===== config.mk =====
export PLATFORM = sky130hd
export DESIGN_NAME = mmc_codec
export DESIGN_NICKNAME = d
export VERILOG_FILES = /design/src/mmc_pkg.sv /design/src/mmc_codec.sv /design/src/mmc_bit_reader.sv /design/src/mmc_tx_framer.sv
export SDC_FILE = /design/constraint.sdc
export NUM_CORES = 1
export LEC_CHECK = 0
export BUFFER_PORTS_ARGS = -buffer_cell sky130_fd_sc_hd__buf_2
export CAP_MARGIN = 0
export CORE_MARGIN = 1
export CORE_UTILIZATION = 25
export DETAILED_ROUTE_END_ITERATION = 10
export HOLD_SLACK_MARGIN = 0.03
export PLACE_DENSITY = 0.53
export SYNTH_ARGS = -nofsm -noshare
export SYNTH_HDL_FRONTEND = slang
export SYNTH_SLANG_ARGS = --single-unit

===== constraint.sdc =====
create_clock -name ref_clk -period 9.8 [get_ports ref_clk]
set_input_delay 0.98 -clock ref_clk [delete_from_list [all_inputs] [get_ports ref_clk]]
set_output_delay 0.98 -clock ref_clk [all_outputs]
set_load 0.005 [all_outputs]

===== src/mmc_pkg.sv =====
// Shared constants and types for the management message payload codec.
// Assumes a single clock domain and octets carried most significant bit first.
`default_nettype none
package mmc_pkg;
  typedef enum logic [1:0] {
    MMC_MSG_CTRL_REQ = 2'h0,
    MMC_MSG_CTRL_CNF = 2'h1,
    MMC_MSG_EVT_IND = 2'h2,
    MMC_MSG_EVT_RSP = 2'h3
  } mmc_msg_t;
  typedef enum logic [1:0] {
    MMC_RX_IDLE = 2'h0,
    MMC_RX_HDR = 2'h1,
    MMC_RX_VALUE = 2'h2,
    MMC_RX_SKIP = 2'h3
  } mmc_rx_t;
  typedef enum logic [2:0] {
    MMC_D_IDLE = 3'h0,
    MMC_D_HDR = 3'h1,
    MMC_D_COUNT = 3'h2,
    MMC_D_PATTERN = 3'h3,
    MMC_D_REPEAT = 3'h4,
    MMC_D_SPECIAL = 3'h5,
    MMC_D_LITERAL = 3'h6,
    MMC_D_DONE = 3'h7
  } mmc_dec_t;
  // Octet positions inside the message payloads
  localparam logic [3:0] MMC_OCT_REQ_LEN_HI = 4'h7;
  localparam logic [3:0] MMC_OCT_REQ_LEN_LO = 4'h8;
  localparam logic [3:0] MMC_OCT_IND_LEN_HI = 4'h1;
  localparam logic [3:0] MMC_OCT_IND_LEN_LO = 4'h2;
  localparam logic [3:0] MMC_OCT_IND_FLAGS = 4'h3;
  localparam logic [2:0] MMC_CNF_HDR_LEN = 3'h3;
  localparam logic [2:0] MMC_IND_HDR_LEN = 3'h4;
  localparam int MMC_ACK_BIT = 0;
  localparam logic [7:0] MMC_REQ_TYPE_MASK = 8'h0f;
  // Compressed field layout
  localparam logic [4:0] MMC_RLE_HDR_W = 5'h08;
  localparam logic [4:0] MMC_RLE_SPECIAL_W = 5'h08;
  localparam int MMC_RLE_M_LSB = 0;
  localparam int MMC_RLE_N_LSB = 4;
  localparam int MMC_PAT_W = 15;
  // Register map
  localparam logic [3:0] MMC_REG_CTRL = 4'h0;
  localparam logic [3:0] MMC_REG_STATUS = 4'h4;
  localparam logic [3:0] MMC_REG_RX_COUNT = 4'h8;
  localparam logic [3:0] MMC_REG_LAST = 4'hc;
  localparam int MMC_CTRL_RLE_LOCAL = 0;
  localparam int MMC_CTRL_RLE_PEER = 1;
  localparam logic [1:0] MMC_CTRL_RESET = 2'h0;
endpackage
`default_nettype wire


===== src/mmc_codec.sv =====
// Management message payload codec: parses received control requests and
// event indications, expands run-length compressed values, and frames the
// confirmations, event responses and locally raised event indications.
// Assumes an octet stream from the data link on each side, one clock.
//
// Chosen here: the register offsets and the strobed register port.
`timescale 1ns/100ps
`default_nettype none
module mmc_codec
  import mmc_pkg::*;
(
  input wire logic ref_clk,
  input wire logic reset,
  input wire logic [3:0] reg_addr,
  input wire logic [31:0] reg_wdata,
  input wire logic reg_write,
  input wire logic reg_read,
  output logic [31:0] reg_rdata,
  input wire logic rx_start,
  input wire logic rx_valid,
  input wire logic [7:0] rx_data,
  input wire mmc_msg_t rx_type,
  input wire logic rx_compressed,
  output logic rx_ready,
  output logic hdr_valid,
  output mmc_msg_t hdr_type,
  output logic [7:0] hdr_control,
  output logic [3:0] hdr_request_type,
  output logic [47:0] hdr_requester_mac,
  output logic [15:0] hdr_value_length,
  output logic hdr_ack_requested,
  output logic hdr_compressed,
  output logic val_valid,
  output logic [7:0] val_data,
  output logic val_last,
  input wire logic val_ready,
  output logic pat_valid,
  output logic [MMC_PAT_W-1:0] pat_data,
  input wire logic pat_ready,
  output logic rle_done,
  output logic rle_error,
  input wire logic [15:0] resp_value_length,
  input wire logic evt_send,
  input wire logic [7:0] evt_control,
  input wire logic evt_ack,
  input wire logic [15:0] evt_value_length,
  output logic evt_busy,
  input wire logic tx_pl_valid,
  input wire logic [7:0] tx_pl_data,
  output logic tx_pl_ready,
  output logic tx_valid,
  output logic [7:0] tx_data,
  output logic tx_last,
  output mmc_msg_t tx_type,
  input wire logic tx_ready
);
  mmc_rx_t rx_state;
  mmc_dec_t dec_state;
  logic [1:0] ctrl;
  logic [15:0] rx_count;
  logic [3:0] rx_idx;
  logic [15:0] rx_left;
  logic [15:0] len_acc;
  logic rx_rle;
  logic rx_take;
  logic hdr_end;
  logic [15:0] hdr_len_now;
  logic br_in_valid;
  logic br_in_ready;
  logic br_take;
  logic [4:0] br_take_w;
  logic [15:0] br_field;
  logic [5:0] br_avail;
  logic br_clear;
  logic [3:0] m_w;
  logic [3:0] n_w;
  logic [14:0] rep;
  logic [MMC_PAT_W-1:0] pattern;
  logic out_free;
  logic need_bits;
  logic starved;
  logic emit;
  logic pend_cnf;
  logic pend_rsp;
  logic pend_evt;
  logic [7:0] cnf_control;
  logic [7:0] rsp_control;
  logic [7:0] evt_ctl_q;
  logic evt_ack_q;
  logic [15:0] evt_len_q;
  logic fr_start;
  logic fr_busy;
  logic [31:0] fr_hdr;
  logic [2:0] fr_hdr_len;
  logic [15:0] fr_pay_len;
  mmc_msg_t fr_type;

  ////////////////////////////////////////////////////////////////////////////
  // Register port

  always_ff @(posedge ref_clk) begin
    if (reset) begin
      ctrl <= MMC_CTRL_RESET;
    end else if (reg_write && reg_addr == MMC_REG_CTRL) begin
      ctrl <= reg_wdata[1:0];
    end
  end

  always_ff @(posedge ref_clk) begin
    if (reset) begin
      reg_rdata <= '0;
    end else if (reg_read) begin
      case (reg_addr)
        MMC_REG_CTRL: reg_rdata <= {30'h0, ctrl};
        MMC_REG_STATUS: reg_rdata <= {28'h0, pend_evt, fr_busy,
                                      dec_state != MMC_D_IDLE,
                                      rx_state != MMC_RX_IDLE};
        MMC_REG_RX_COUNT: reg_rdata <= {16'h0, rx_count};
        MMC_REG_LAST: reg_rdata <= {8'h0, hdr_control, hdr_value_length};
        default: reg_rdata <= '0;
      endcase
    end else begin
      reg_rdata <= '0;
    end
  end

  ////////////////////////////////////////////////////////////////////////////
  // Receive header parsing

  // New messages wait while a reply is still owed, so no reply is dropped
  always_comb begin
    case (rx_state)
      MMC_RX_IDLE: rx_ready = !pend_cnf && !pend_rsp;
      MMC_RX_HDR: rx_ready = 1'b1;
      MMC_RX_VALUE: begin
        if (!rx_rle) begin
          rx_ready = !val_valid || val_ready;
        end else if (dec_state == MMC_D_DONE) begin
          rx_ready = 1'b1;
        end else begin
          rx_ready = br_in_ready;
        end
      end
      // The next start is left for idle to take, so that message survives
      MMC_RX_SKIP: rx_ready = !rx_start;
      default: rx_ready = 1'b0;
    endcase
  end

  assign rx_take = rx_valid && rx_ready;
  assign hdr_end = (rx_state == MMC_RX_HDR) && rx_take &&
                   (hdr_type == MMC_MSG_CTRL_REQ ? rx_idx == MMC_OCT_REQ_LEN_LO
                                                 : rx_idx == MMC_OCT_IND_FLAGS);
  // The request's low length octet is also its last header octet
  assign hdr_len_now = (hdr_type == MMC_MSG_CTRL_REQ) ? {len_acc[7:0], rx_data} : len_acc;

  always_ff @(posedge ref_clk) begin
    if (reset) begin
      rx_state <= MMC_RX_IDLE;
      rx_idx <= '0;
      rx_left <= '0;
    end else begin
      case (rx_state)
        MMC_RX_IDLE: begin
          if (rx_take && rx_start) begin
            rx_idx <= 4'h1;
            if (rx_type == MMC_MSG_CTRL_REQ || rx_type == MMC_MSG_EVT_IND) begin
              rx_state <= MMC_RX_HDR;
            end else begin
              rx_state <= MMC_RX_SKIP;
            end
          end
        end
        MMC_RX_HDR: begin
          if (rx_take) begin
            rx_idx <= rx_idx + 4'h1;
          end
          if (hdr_end) begin
            rx_left <= hdr_len_now;
            rx_state <= (hdr_len_now == 16'h0) ? MMC_RX_IDLE : MMC_RX_VALUE;
          end
        end
        MMC_RX_VALUE: begin
          if (rx_take && rx_left != 16'h0) begin
            rx_left <= rx_left - 16'h1;
          end
          if (!rx_rle && rx_take && rx_left == 16'h1) begin
            rx_state <= MMC_RX_IDLE;
          end else if (rx_rle && rx_left == 16'h0 && dec_state == MMC_D_DONE) begin
            rx_state <= MMC_RX_IDLE;
          end
        end
        MMC_RX_SKIP: begin
          // Messages not addressed to this role are dropped up to the next start
          if (rx_valid && rx_start) begin
            rx_state <= MMC_RX_IDLE;
          end
        end
        default: rx_state <= MMC_RX_IDLE;
      endcase
    end
  end

  always_ff @(posedge ref_clk) begin
    if (reset) begin
      hdr_type <= MMC_MSG_CTRL_REQ;
      hdr_control <= '0;
      hdr_requester_mac <= '0;
      len_acc <= '0;
      hdr_ack_requested <= 1'b0;
      rx_rle <= 1'b0;
    end else if (rx_state == MMC_RX_IDLE && rx_take && rx_start) begin
      hdr_type <= rx_type;
      hdr_control <= rx_data;
      hdr_ack_requested <= 1'b0;
      // Decoding a compressed value needs both local and peer support
      rx_rle <= rx_compressed && ctrl[MMC_CTRL_RLE_LOCAL] && ctrl[MMC_CTRL_RLE_PEER];
    end else if (rx_state == MMC_RX_HDR && rx_take) begin
      if (hdr_type == MMC_MSG_CTRL_REQ && rx_idx < MMC_OCT_REQ_LEN_HI) begin
        hdr_requester_mac <= {hdr_requester_mac[39:0], rx_data};
      end else if (hdr_type == MMC_MSG_EVT_IND && rx_idx == MMC_OCT_IND_FLAGS) begin
        hdr_ack_requested <= rx_data[MMC_ACK_BIT];
      end else begin
        len_acc <= {len_acc[7:0], rx_data};
      end
    end
  end

  always_ff @(posedge ref_clk) begin
    if (reset) begin
      hdr_valid <= 1'b0;
      hdr_value_length <= '0;
      hdr_compressed <= 1'b0;
      rx_count <= '0;
    end else begin
      hdr_valid <= hdr_end;
      if (hdr_end) begin
        hdr_value_length <= hdr_len_now;
        hdr_compressed <= rx_rle;
        rx_count <= rx_count + 16'h1;
      end
    end
  end

  assign hdr_request_type = hdr_control[3:0];

  ////////////////////////////////////////////////////////////////////////////
  // Uncompressed value pass-through

  always_ff @(posedge ref_clk) begin
    if (reset) begin
      val_valid <= 1'b0;
      val_data <= '0;
      val_last <= 1'b0;
    end else if (rx_state == MMC_RX_VALUE && !rx_rle && rx_take) begin
      val_valid <= 1'b1;
      val_data <= rx_data;
      val_last <= (rx_left == 16'h1);
    end else if (val_ready) begin
      val_valid <= 1'b0;
    end
  end

  ////////////////////////////////////////////////////////////////////////////
  // Run-length expansion

  assign br_in_valid = rx_valid && rx_state == MMC_RX_VALUE && rx_rle &&
                       rx_left != 16'h0 && dec_state != MMC_D_DONE;
  // Once the end group is seen the rest of the value, padding included, is dropped
  assign br_clear = (dec_state == MMC_D_DONE) || (dec_state == MMC_D_IDLE);
  assign out_free = !pat_valid || pat_ready;

  always_comb begin
    case (dec_state)
      MMC_D_HDR: br_take_w = MMC_RLE_HDR_W;
      MMC_D_COUNT: br_take_w = {1'b0, m_w};
      MMC_D_PATTERN: br_take_w = {1'b0, n_w};
      MMC_D_SPECIAL: br_take_w = MMC_RLE_SPECIAL_W;
      MMC_D_LITERAL: br_take_w = {1'b0, n_w};
      default: br_take_w = 5'h00;
    endcase
  end

  assign need_bits = (dec_state == MMC_D_HDR) || (dec_state == MMC_D_COUNT) ||
                     (dec_state == MMC_D_PATTERN) || (dec_state == MMC_D_SPECIAL) ||
                     (dec_state == MMC_D_LITERAL);
  assign br_take = need_bits && br_avail >= 6'(br_take_w) &&
                   (dec_state != MMC_D_LITERAL || out_free);
  // Value ran out before the end group arrived
  assign starved = need_bits && br_avail < 6'(br_take_w) &&
                   rx_left == 16'h0 && !br_in_valid;
  assign emit = (dec_state == MMC_D_REPEAT && out_free) ||
                (dec_state == MMC_D_LITERAL && br_take);

  always_ff @(posedge ref_clk) begin
    if (reset) begin
      dec_state <= MMC_D_IDLE;
      m_w <= '0;
      n_w <= '0;
      rep <= '0;
      pattern <= '0;
    end else if (starved) begin
      dec_state <= MMC_D_DONE;
    end else begin
      case (dec_state)
        MMC_D_IDLE: begin
          if (hdr_end && rx_rle && hdr_len_now != 16'h0) begin
            dec_state <= MMC_D_HDR;
          end
        end
        MMC_D_HDR: begin
          if (br_take) begin
            m_w <= br_field[MMC_RLE_M_LSB +: 4];
            n_w <= br_field[MMC_RLE_N_LSB +: 4];
            dec_state <= MMC_D_COUNT;
          end
        end
        MMC_D_COUNT: begin
          if (br_take) begin
            rep <= br_field[14:0];
            if (br_field == 16'h0) begin
              dec_state <= MMC_D_SPECIAL;
            end else begin
              dec_state <= MMC_D_PATTERN;
            end
          end
        end
        MMC_D_PATTERN: begin
          if (br_take) begin
            pattern <= br_field[MMC_PAT_W-1:0];
            dec_state <= MMC_D_REPEAT;
          end
        end
        MMC_D_REPEAT: begin
          if (emit) begin
            rep <= rep - 15'h1;
            if (rep == 15'h1) begin
              dec_state <= MMC_D_COUNT;
            end
          end
        end
        MMC_D_SPECIAL: begin
          if (br_take) begin
            rep <= {7'h0, br_field[7:0]};
            dec_state <= (br_field[7:0] == 8'h0) ? MMC_D_DONE : MMC_D_LITERAL;
          end
        end
        MMC_D_LITERAL: begin
          if (emit) begin
            rep <= rep - 15'h1;
            if (rep == 15'h1) begin
              dec_state <= MMC_D_COUNT;
            end
          end
        end
        MMC_D_DONE: begin
          if (rx_left == 16'h0) begin
            dec_state <= MMC_D_IDLE;
          end
        end
        default: dec_state <= MMC_D_IDLE;
      endcase
    end
  end

  always_ff @(posedge ref_clk) begin
    if (reset) begin
      pat_valid <= 1'b0;
      pat_data <= '0;
      rle_done <= 1'b0;
      rle_error <= 1'b0;
    end else begin
      rle_done <= (dec_state == MMC_D_DONE) && (rx_left == 16'h0);
      rle_error <= starved;
      if (emit) begin
        pat_valid <= 1'b1;
        pat_data <= (dec_state == MMC_D_REPEAT) ? pattern : br_field[MMC_PAT_W-1:0];
      end else if (pat_ready) begin
        pat_valid <= 1'b0;
      end
    end
  end

  mmc_bit_reader #(
    .BUF_W(32)
  ) u_bits (
    .ref_clk(ref_clk),
    .reset(reset),
    .clear(br_clear),
    .in_valid(br_in_valid),
    .in_data(rx_data),
    .in_ready(br_in_ready),
    .take(br_take),
    .take_w(br_take_w),
    .field(br_field),
    .avail(br_avail)
  );

  ////////////////////////////////////////////////////////////////////////////
  // Replies and local events

  assign evt_busy = pend_evt;

  always_ff @(posedge ref_clk) begin
    if (reset) begin
      pend_cnf <= 1'b0;
      pend_rsp <= 1'b0;
      pend_evt <= 1'b0;
      cnf_control <= '0;
      rsp_control <= '0;
      evt_ctl_q <= '0;
      evt_ack_q <= 1'b0;
      evt_len_q <= '0;
    end else begin
      if (hdr_valid && hdr_type == MMC_MSG_CTRL_REQ) begin
        pend_cnf <= 1'b1;
        cnf_control <= hdr_control & MMC_REQ_TYPE_MASK;
      end else if (fr_start && fr_type == MMC_MSG_CTRL_CNF) begin
        pend_cnf <= 1'b0;
      end
      if (hdr_valid && hdr_type == MMC_MSG_EVT_IND && hdr_ack_requested) begin
        pend_rsp <= 1'b1;
        rsp_control <= hdr_control & MMC_REQ_TYPE_MASK;
      end else if (fr_start && fr_type == MMC_MSG_EVT_RSP) begin
        pend_rsp <= 1'b0;
      end
      if (evt_send && !pend_evt) begin
        pend_evt <= 1'b1;
        evt_ctl_q <= evt_control & MMC_REQ_TYPE_MASK;
        evt_ack_q <= evt_ack;
        evt_len_q <= evt_value_length;
      end else if (fr_start && fr_type == MMC_MSG_EVT_IND) begin
        pend_evt <= 1'b0;
      end
    end
  end

  // Owed replies go ahead of local events
  always_comb begin
    fr_type = MMC_MSG_EVT_IND;
    fr_hdr = {evt_ctl_q, evt_len_q, 7'h00, evt_ack_q};
    fr_hdr_len = MMC_IND_HDR_LEN;
    fr_pay_len = evt_len_q;
    if (pend_cnf) begin
      fr_type = MMC_MSG_CTRL_CNF;
      fr_hdr = {cnf_control, resp_value_length, 8'h00};
      fr_hdr_len = MMC_CNF_HDR_LEN;
      fr_pay_len = resp_value_length;
    end else if (pend_rsp) begin
      fr_type = MMC_MSG_EVT_RSP;
      fr_hdr = {rsp_control, resp_value_length, 8'h00};
      fr_hdr_len = MMC_CNF_HDR_LEN;
      fr_pay_len = resp_value_length;
    end
  end

  assign fr_start = !fr_busy && (pend_cnf || pend_rsp || pend_evt);

  always_ff @(posedge ref_clk) begin
    if (reset) begin
      tx_type <= MMC_MSG_CTRL_CNF;
    end else if (fr_start) begin
      tx_type <= fr_type;
    end
  end

  mmc_tx_framer u_framer (
    .ref_clk(ref_clk),
    .reset(reset),
    .start(fr_start),
    .hdr(fr_hdr),
    .hdr_len(fr_hdr_len),
    .pay_len(fr_pay_len),
    .pl_valid(tx_pl_valid),
    .pl_data(tx_pl_data),
    .pl_ready(tx_pl_ready),
    .tx_valid(tx_valid),
    .tx_data(tx_data),
    .tx_last(tx_last),
    .tx_ready(tx_ready),
    .busy(fr_busy)
  );
endmodule
`default_nettype wire


===== src/mmc_bit_reader.sv =====
// Left-aligned bit accumulator: octets in, variable-width fields out.
// Assumes the consumer only takes a field when avail covers its width.
`timescale 1ns/100ps
`default_nettype none
module mmc_bit_reader #(
  parameter int BUF_W = 32
) (
  input wire logic ref_clk,
  input wire logic reset,
  input wire logic clear,
  input wire logic in_valid,
  input wire logic [7:0] in_data,
  output logic in_ready,
  input wire logic take,
  input wire logic [4:0] take_w,
  output logic [15:0] field,
  output logic [5:0] avail
);
  localparam logic [5:0] BYTE_W = 6'h08;
  localparam logic [5:0] FILL_MAX = 6'(BUF_W) - BYTE_W;
  logic [BUF_W-1:0] bits;
  logic [BUF_W-1:0] next_bits;
  logic [5:0] next_avail;
  logic [5:0] left;
  logic push;

  assign in_ready = (avail <= FILL_MAX) && !clear;
  assign push = in_valid && in_ready;
  // Fields leave from the top, so the first bit on the wire is the field's msb
  assign field = bits[BUF_W-1 -: 16] >> (5'h10 - take_w);

  always_comb begin
    left = take ? avail - 6'(take_w) : avail;
    next_bits = take ? bits << take_w : bits;
    if (push) begin
      next_bits = next_bits | ({in_data, {(BUF_W-8){1'b0}}} >> left);
    end
    next_avail = push ? left + BYTE_W : left;
  end

  always_ff @(posedge ref_clk) begin
    if (reset || clear) begin
      bits <= '0;
      avail <= '0;
    end else begin
      bits <= next_bits;
      avail <= next_avail;
    end
  end
endmodule
`default_nettype wire


===== src/mmc_tx_framer.sv =====
// Serialises a short header followed by a counted payload onto an octet stream.
// Assumes the caller only starts a frame while busy is low.
`timescale 1ns/100ps
`default_nettype none
module mmc_tx_framer (
  input wire logic ref_clk,
  input wire logic reset,
  input wire logic start,
  input wire logic [31:0] hdr,
  input wire logic [2:0] hdr_len,
  input wire logic [15:0] pay_len,
  input wire logic pl_valid,
  input wire logic [7:0] pl_data,
  output logic pl_ready,
  output logic tx_valid,
  output logic [7:0] tx_data,
  output logic tx_last,
  input wire logic tx_ready,
  output logic busy
);
  logic [31:0] shreg;
  logic [2:0] hdr_left;
  logic [15:0] pay_left;
  logic can_load;

  assign can_load = !tx_valid || tx_ready;
  assign pl_ready = can_load && (hdr_left == 3'h0) && (pay_left != 16'h0);
  assign busy = (hdr_left != 3'h0) || (pay_left != 16'h0) || tx_valid;

  always_ff @(posedge ref_clk) begin
    if (reset) begin
      shreg <= '0;
      hdr_left <= '0;
      pay_left <= '0;
    end else if (start && !busy) begin
      shreg <= hdr;
      hdr_left <= hdr_len;
      pay_left <= pay_len;
    end else if (can_load && hdr_left != 3'h0) begin
      shreg <= shreg << 8;
      hdr_left <= hdr_left - 3'h1;
    end else if (pl_ready && pl_valid) begin
      pay_left <= pay_left - 16'h1;
    end
  end

  always_ff @(posedge ref_clk) begin
    if (reset) begin
      tx_valid <= 1'b0;
      tx_data <= '0;
      tx_last <= 1'b0;
    end else if (can_load && hdr_left != 3'h0) begin
      tx_valid <= 1'b1;
      tx_data <= shreg[31:24];
      tx_last <= (hdr_left == 3'h1) && (pay_left == 16'h0);
    end else if (pl_ready && pl_valid) begin
      tx_valid <= 1'b1;
      tx_data <= pl_data;
      tx_last <= (pay_left == 16'h1);
    end else if (tx_ready) begin
      tx_valid <= 1'b0;
    end
  end
endmodule
`default_nettype wire


==> out/qor.yml <==
timing:
  tightestPinTransition_ns: 1.19
  report.final.setup_viol: 0
  whs_ns: 0.452
  skew_ns: 0.0267
  rsz0062_at_grt: "no"
  final_max_slew_viol_count: 0
  fin_crit_sh_pct: 60.9
  fin_ws_ns: 3.84
  tns_ns: 0
  fmax_ghz: 0.168
  maxSlewHeadroom_pct: 20.4
  min_period_ns: 5.96
  hold_violations: 0
worst_setup_path:
  worstPathRequired_ns: 10.30
  slowest_stage: "dfxtp_1"
  crit_family: "simple AND/OR/NAND/NOR gates"
  critPathMaxStageDelay_ns: 0.88
  critPathMaxFanout: 27
  end_kind: "register"
  crit_chain: "nand3b_1 -> o21ai_0 -> and2_1 -> buf_4 -> clkinv_1 -> buf_4 -> ha_1 -> nor2b_1 -> o21ai_0 -> nand3_1 -> and4b_1 -> xnor2_1 -> inv_1 -> nor3_1 -> nand2_1 -> or2_2 -> a31oi_1"
  worst-path-buf-inv: 4
  arrival_ns: 6.47
  start_kind: "register"
  worstSetupPathType: "register to register"
layout:
  fin_nets: 2505
  final_util_pct: 29.9
  nFillCells: 7732
  area_delta_synth_final_pct: 18.5
  fin_area_um2: 21400
  drive_gt1_share_pct: 15.8
  finalNonFillerCells: 3363
logic_synthesis:
  synth_warnings: 0
  synth_seq_cells: 353
  ys_seq_area_share_pct: 39.2
  synth_flop_cell: "dfxtp_1"
  synth_area_um2: 18000
  synth_cell_types: 75
  synth.avg_cell_area_um2: 8.02
  synth_top_cell_by_area: "dfxtp_1"
  synth_cells: 2250
  synth_top_family_by_area: "simple AND/OR/NAND/NOR gates"
  synth_edf_count: 0
  yosysMostFrequentCell: "dfxtp_1"
  synthTopCellsByCount: "dfxtp_1, nand2_1, nor2_1, a21oi_1, mux2i_1"
  yosys.area.top_type_share_pct: 39.2
  synthAdderAreaFrac_pct: 1.43
  synthXorXnorAreaFrac_pct: 1.17
  synth_compound_area_share_pct: 20.1
  synth-simple-area-share_pct: 21.7
  async_flop_share_pct: 0
  synth_mux_area_share_pct: 11.6
  synth_area_leaders: "dfxtp_1, mux2i_1, nand2_1"
clocking:
  cts_buffers: 44
  cts_tree: "yes"
  htree_num_levels: 2
  clk_latency_ns: 0.58
  cts_setup_buffers: 0
  ctsHoldBuffers: 0
  root_buffer: "clkbuf_16"
  clk_pin_slew_ns: 0.06
  ctsResizeCount: 0
  max-clock-path-buffers: 3
  cts.sink_count: 353
routing:
  route.detailed.drc: 0
  wire_per_inst_um: 18.1
  drt-pass1-iter-count: 8
  totalWireLength_um: 60900
  ant_nets: 0
  drt_iter0_markers: 1345
  vias: 16797
  viasPerCell: 4.99
placement:
  post-place-cells: 3282
  io_buffers: 220
  dp_hpwl_um: 42900
  place_area_um2: 19900
  pre_cts_ws_ns: 3.94
  place.gp.congestion: 0.842
pwr:
  seqPwrFrac_pct: 40.8
  pwr-share-clk_pct: 42.1
  swShare_pct: 30.2
  power.total_mw: 3.90
  peakVddDrop_mv: 0.138
  p_sw_mw: 1.18
  cellPowerDensity_nw_per_um2: 182
  leakagePower_nw: 7.92
  internal_power_mw: 2.72
  p_comb_share_pct: 17.1
job:
  cap_violations: 0
die:
  num_rows: 98
  fp.dieW_um: 271
  initial_utilization_pct: 25.2
  die_h_um: 271
  io_pins: 263
  die-area_um2: 73200
  core_um2: 71500
grt:
  grtUsageTotal_pct: 15.9
  grt_pass1_wl_um: 93000
  gr-total-overflow: 0
  antenna_found_initial: 4
  first_global_vias: 15419
  grt_max_degree: 82
run_status:
  run_status: "complete, no violations"
worst_hold_path:
  min_path_type: "register to register"
[path summary, 6_finish.rpt]
check                                  start                          to  slack [ns]  cells past startpoint
hold reg to reg   evt_len_q[12]$_SDFFE_PP0P_  evt_len_q[12]$_SDFFE_PP0P_        0.45                      2
setup / recovery   dec_state[0]$_SDFFE_PP0P_  u_bits.bits[26]$_SDFF_PP0_        3.84                     17
hold / removal    evt_len_q[12]$_SDFFE_PP0P_  evt_len_q[12]$_SDFFE_PP0P_        0.45                      2
setup reg to reg   dec_state[0]$_SDFFE_PP0P_  u_bits.bits[26]$_SDFF_PP0_        3.84                     17
[cell usage in the layout (no fill, tap or decap), types with 16 or more instances in the layout]
master     instances
buf_4             27
a22oi_1           56
dfxtp_1          353
inv_1             34
mux2i_1          148
and3_1            18
and2_1            21
nand2b_1          18
ha_1              19
nor2_1           245
clkbuf_16         45
nand2_1          323
buf_2            219
a31oi_1           24
nand3_1           79
clkbuf_1          16
o21ai_0           85
a211oi_1          70
mux2_2            28
nor3_1            63
a21oi_1          225
[area by class of cell]
cell class / count / area, um2 / share of cell area (%)
multi-input cells: 1695 / 10200 / 47.8
inverters: 37 / 139 / 0.650
diodes: 2 / 5.00 / 0.0234
repair buffers: 247 / 1310 / 6.15
well taps: 950 / 1190 / 5.56
clock buffers: 71 / 1320 / 6.19
flip-flops and latches: 353 / 7070 / 33.1
clock inverters: 8 / 124 / 0.580
[per-layer routing]
layer  wire length (um)  GRT usage, %  part of all wire [%]  vias to the layer above
li1                   -             -                     -                     8305
met1              28300          21.6                    46                     7950
met2              28300          26.1                    47                      462
met3               3010          2.61                   4.9                       78
met4               1270          4.09                   2.1                        2
met5                  7             0                 0.011                        -
[state kept, by name, indices dropped and copies added, names as in the netlist, 15 cells and up]
name and flops:
reg_rdata 24, len_acc 16, u_framer.shreg 25, u_framer.pay_left 16
pat_data 15, hdr_value_length 16, evt_len_q 16, pattern 15
rx_count 16, rx_left 16, rep 15, hdr_requester_mac 48
u_bits.bits 32
[cell families after synthesis]
group / count (synthesis)
flip-flops: 353
AO/OA/AOI/OAI: 581
buffers and inverters: 209
AND/OR/NAND/NOR: 872
XOR/XNOR: 24
adder cells (fa/ha/maj): 20
multiplexers: 190
other: 1
[tightest hold or removal path, stage by stage, from the launching register on]
cell and delay [ns]:
dfxtp_1 0.31, nand2_1 0.05, a21oi_1 0.05
[power by group through the flow]
stage          Sequential, mW  Clock (mW)  Combinational (mW)
3_5_place_dp             1.62           0               0.666
5_1_grt                  1.60        1.75               0.739
3_3_place_gp             1.62           0               0.666
4_1_cts                  1.59        1.69               0.668
6_report                 1.59        1.64               0.667
2_1_floorplan            1.60           0               0.472
(Power assumes the default switching activity.)
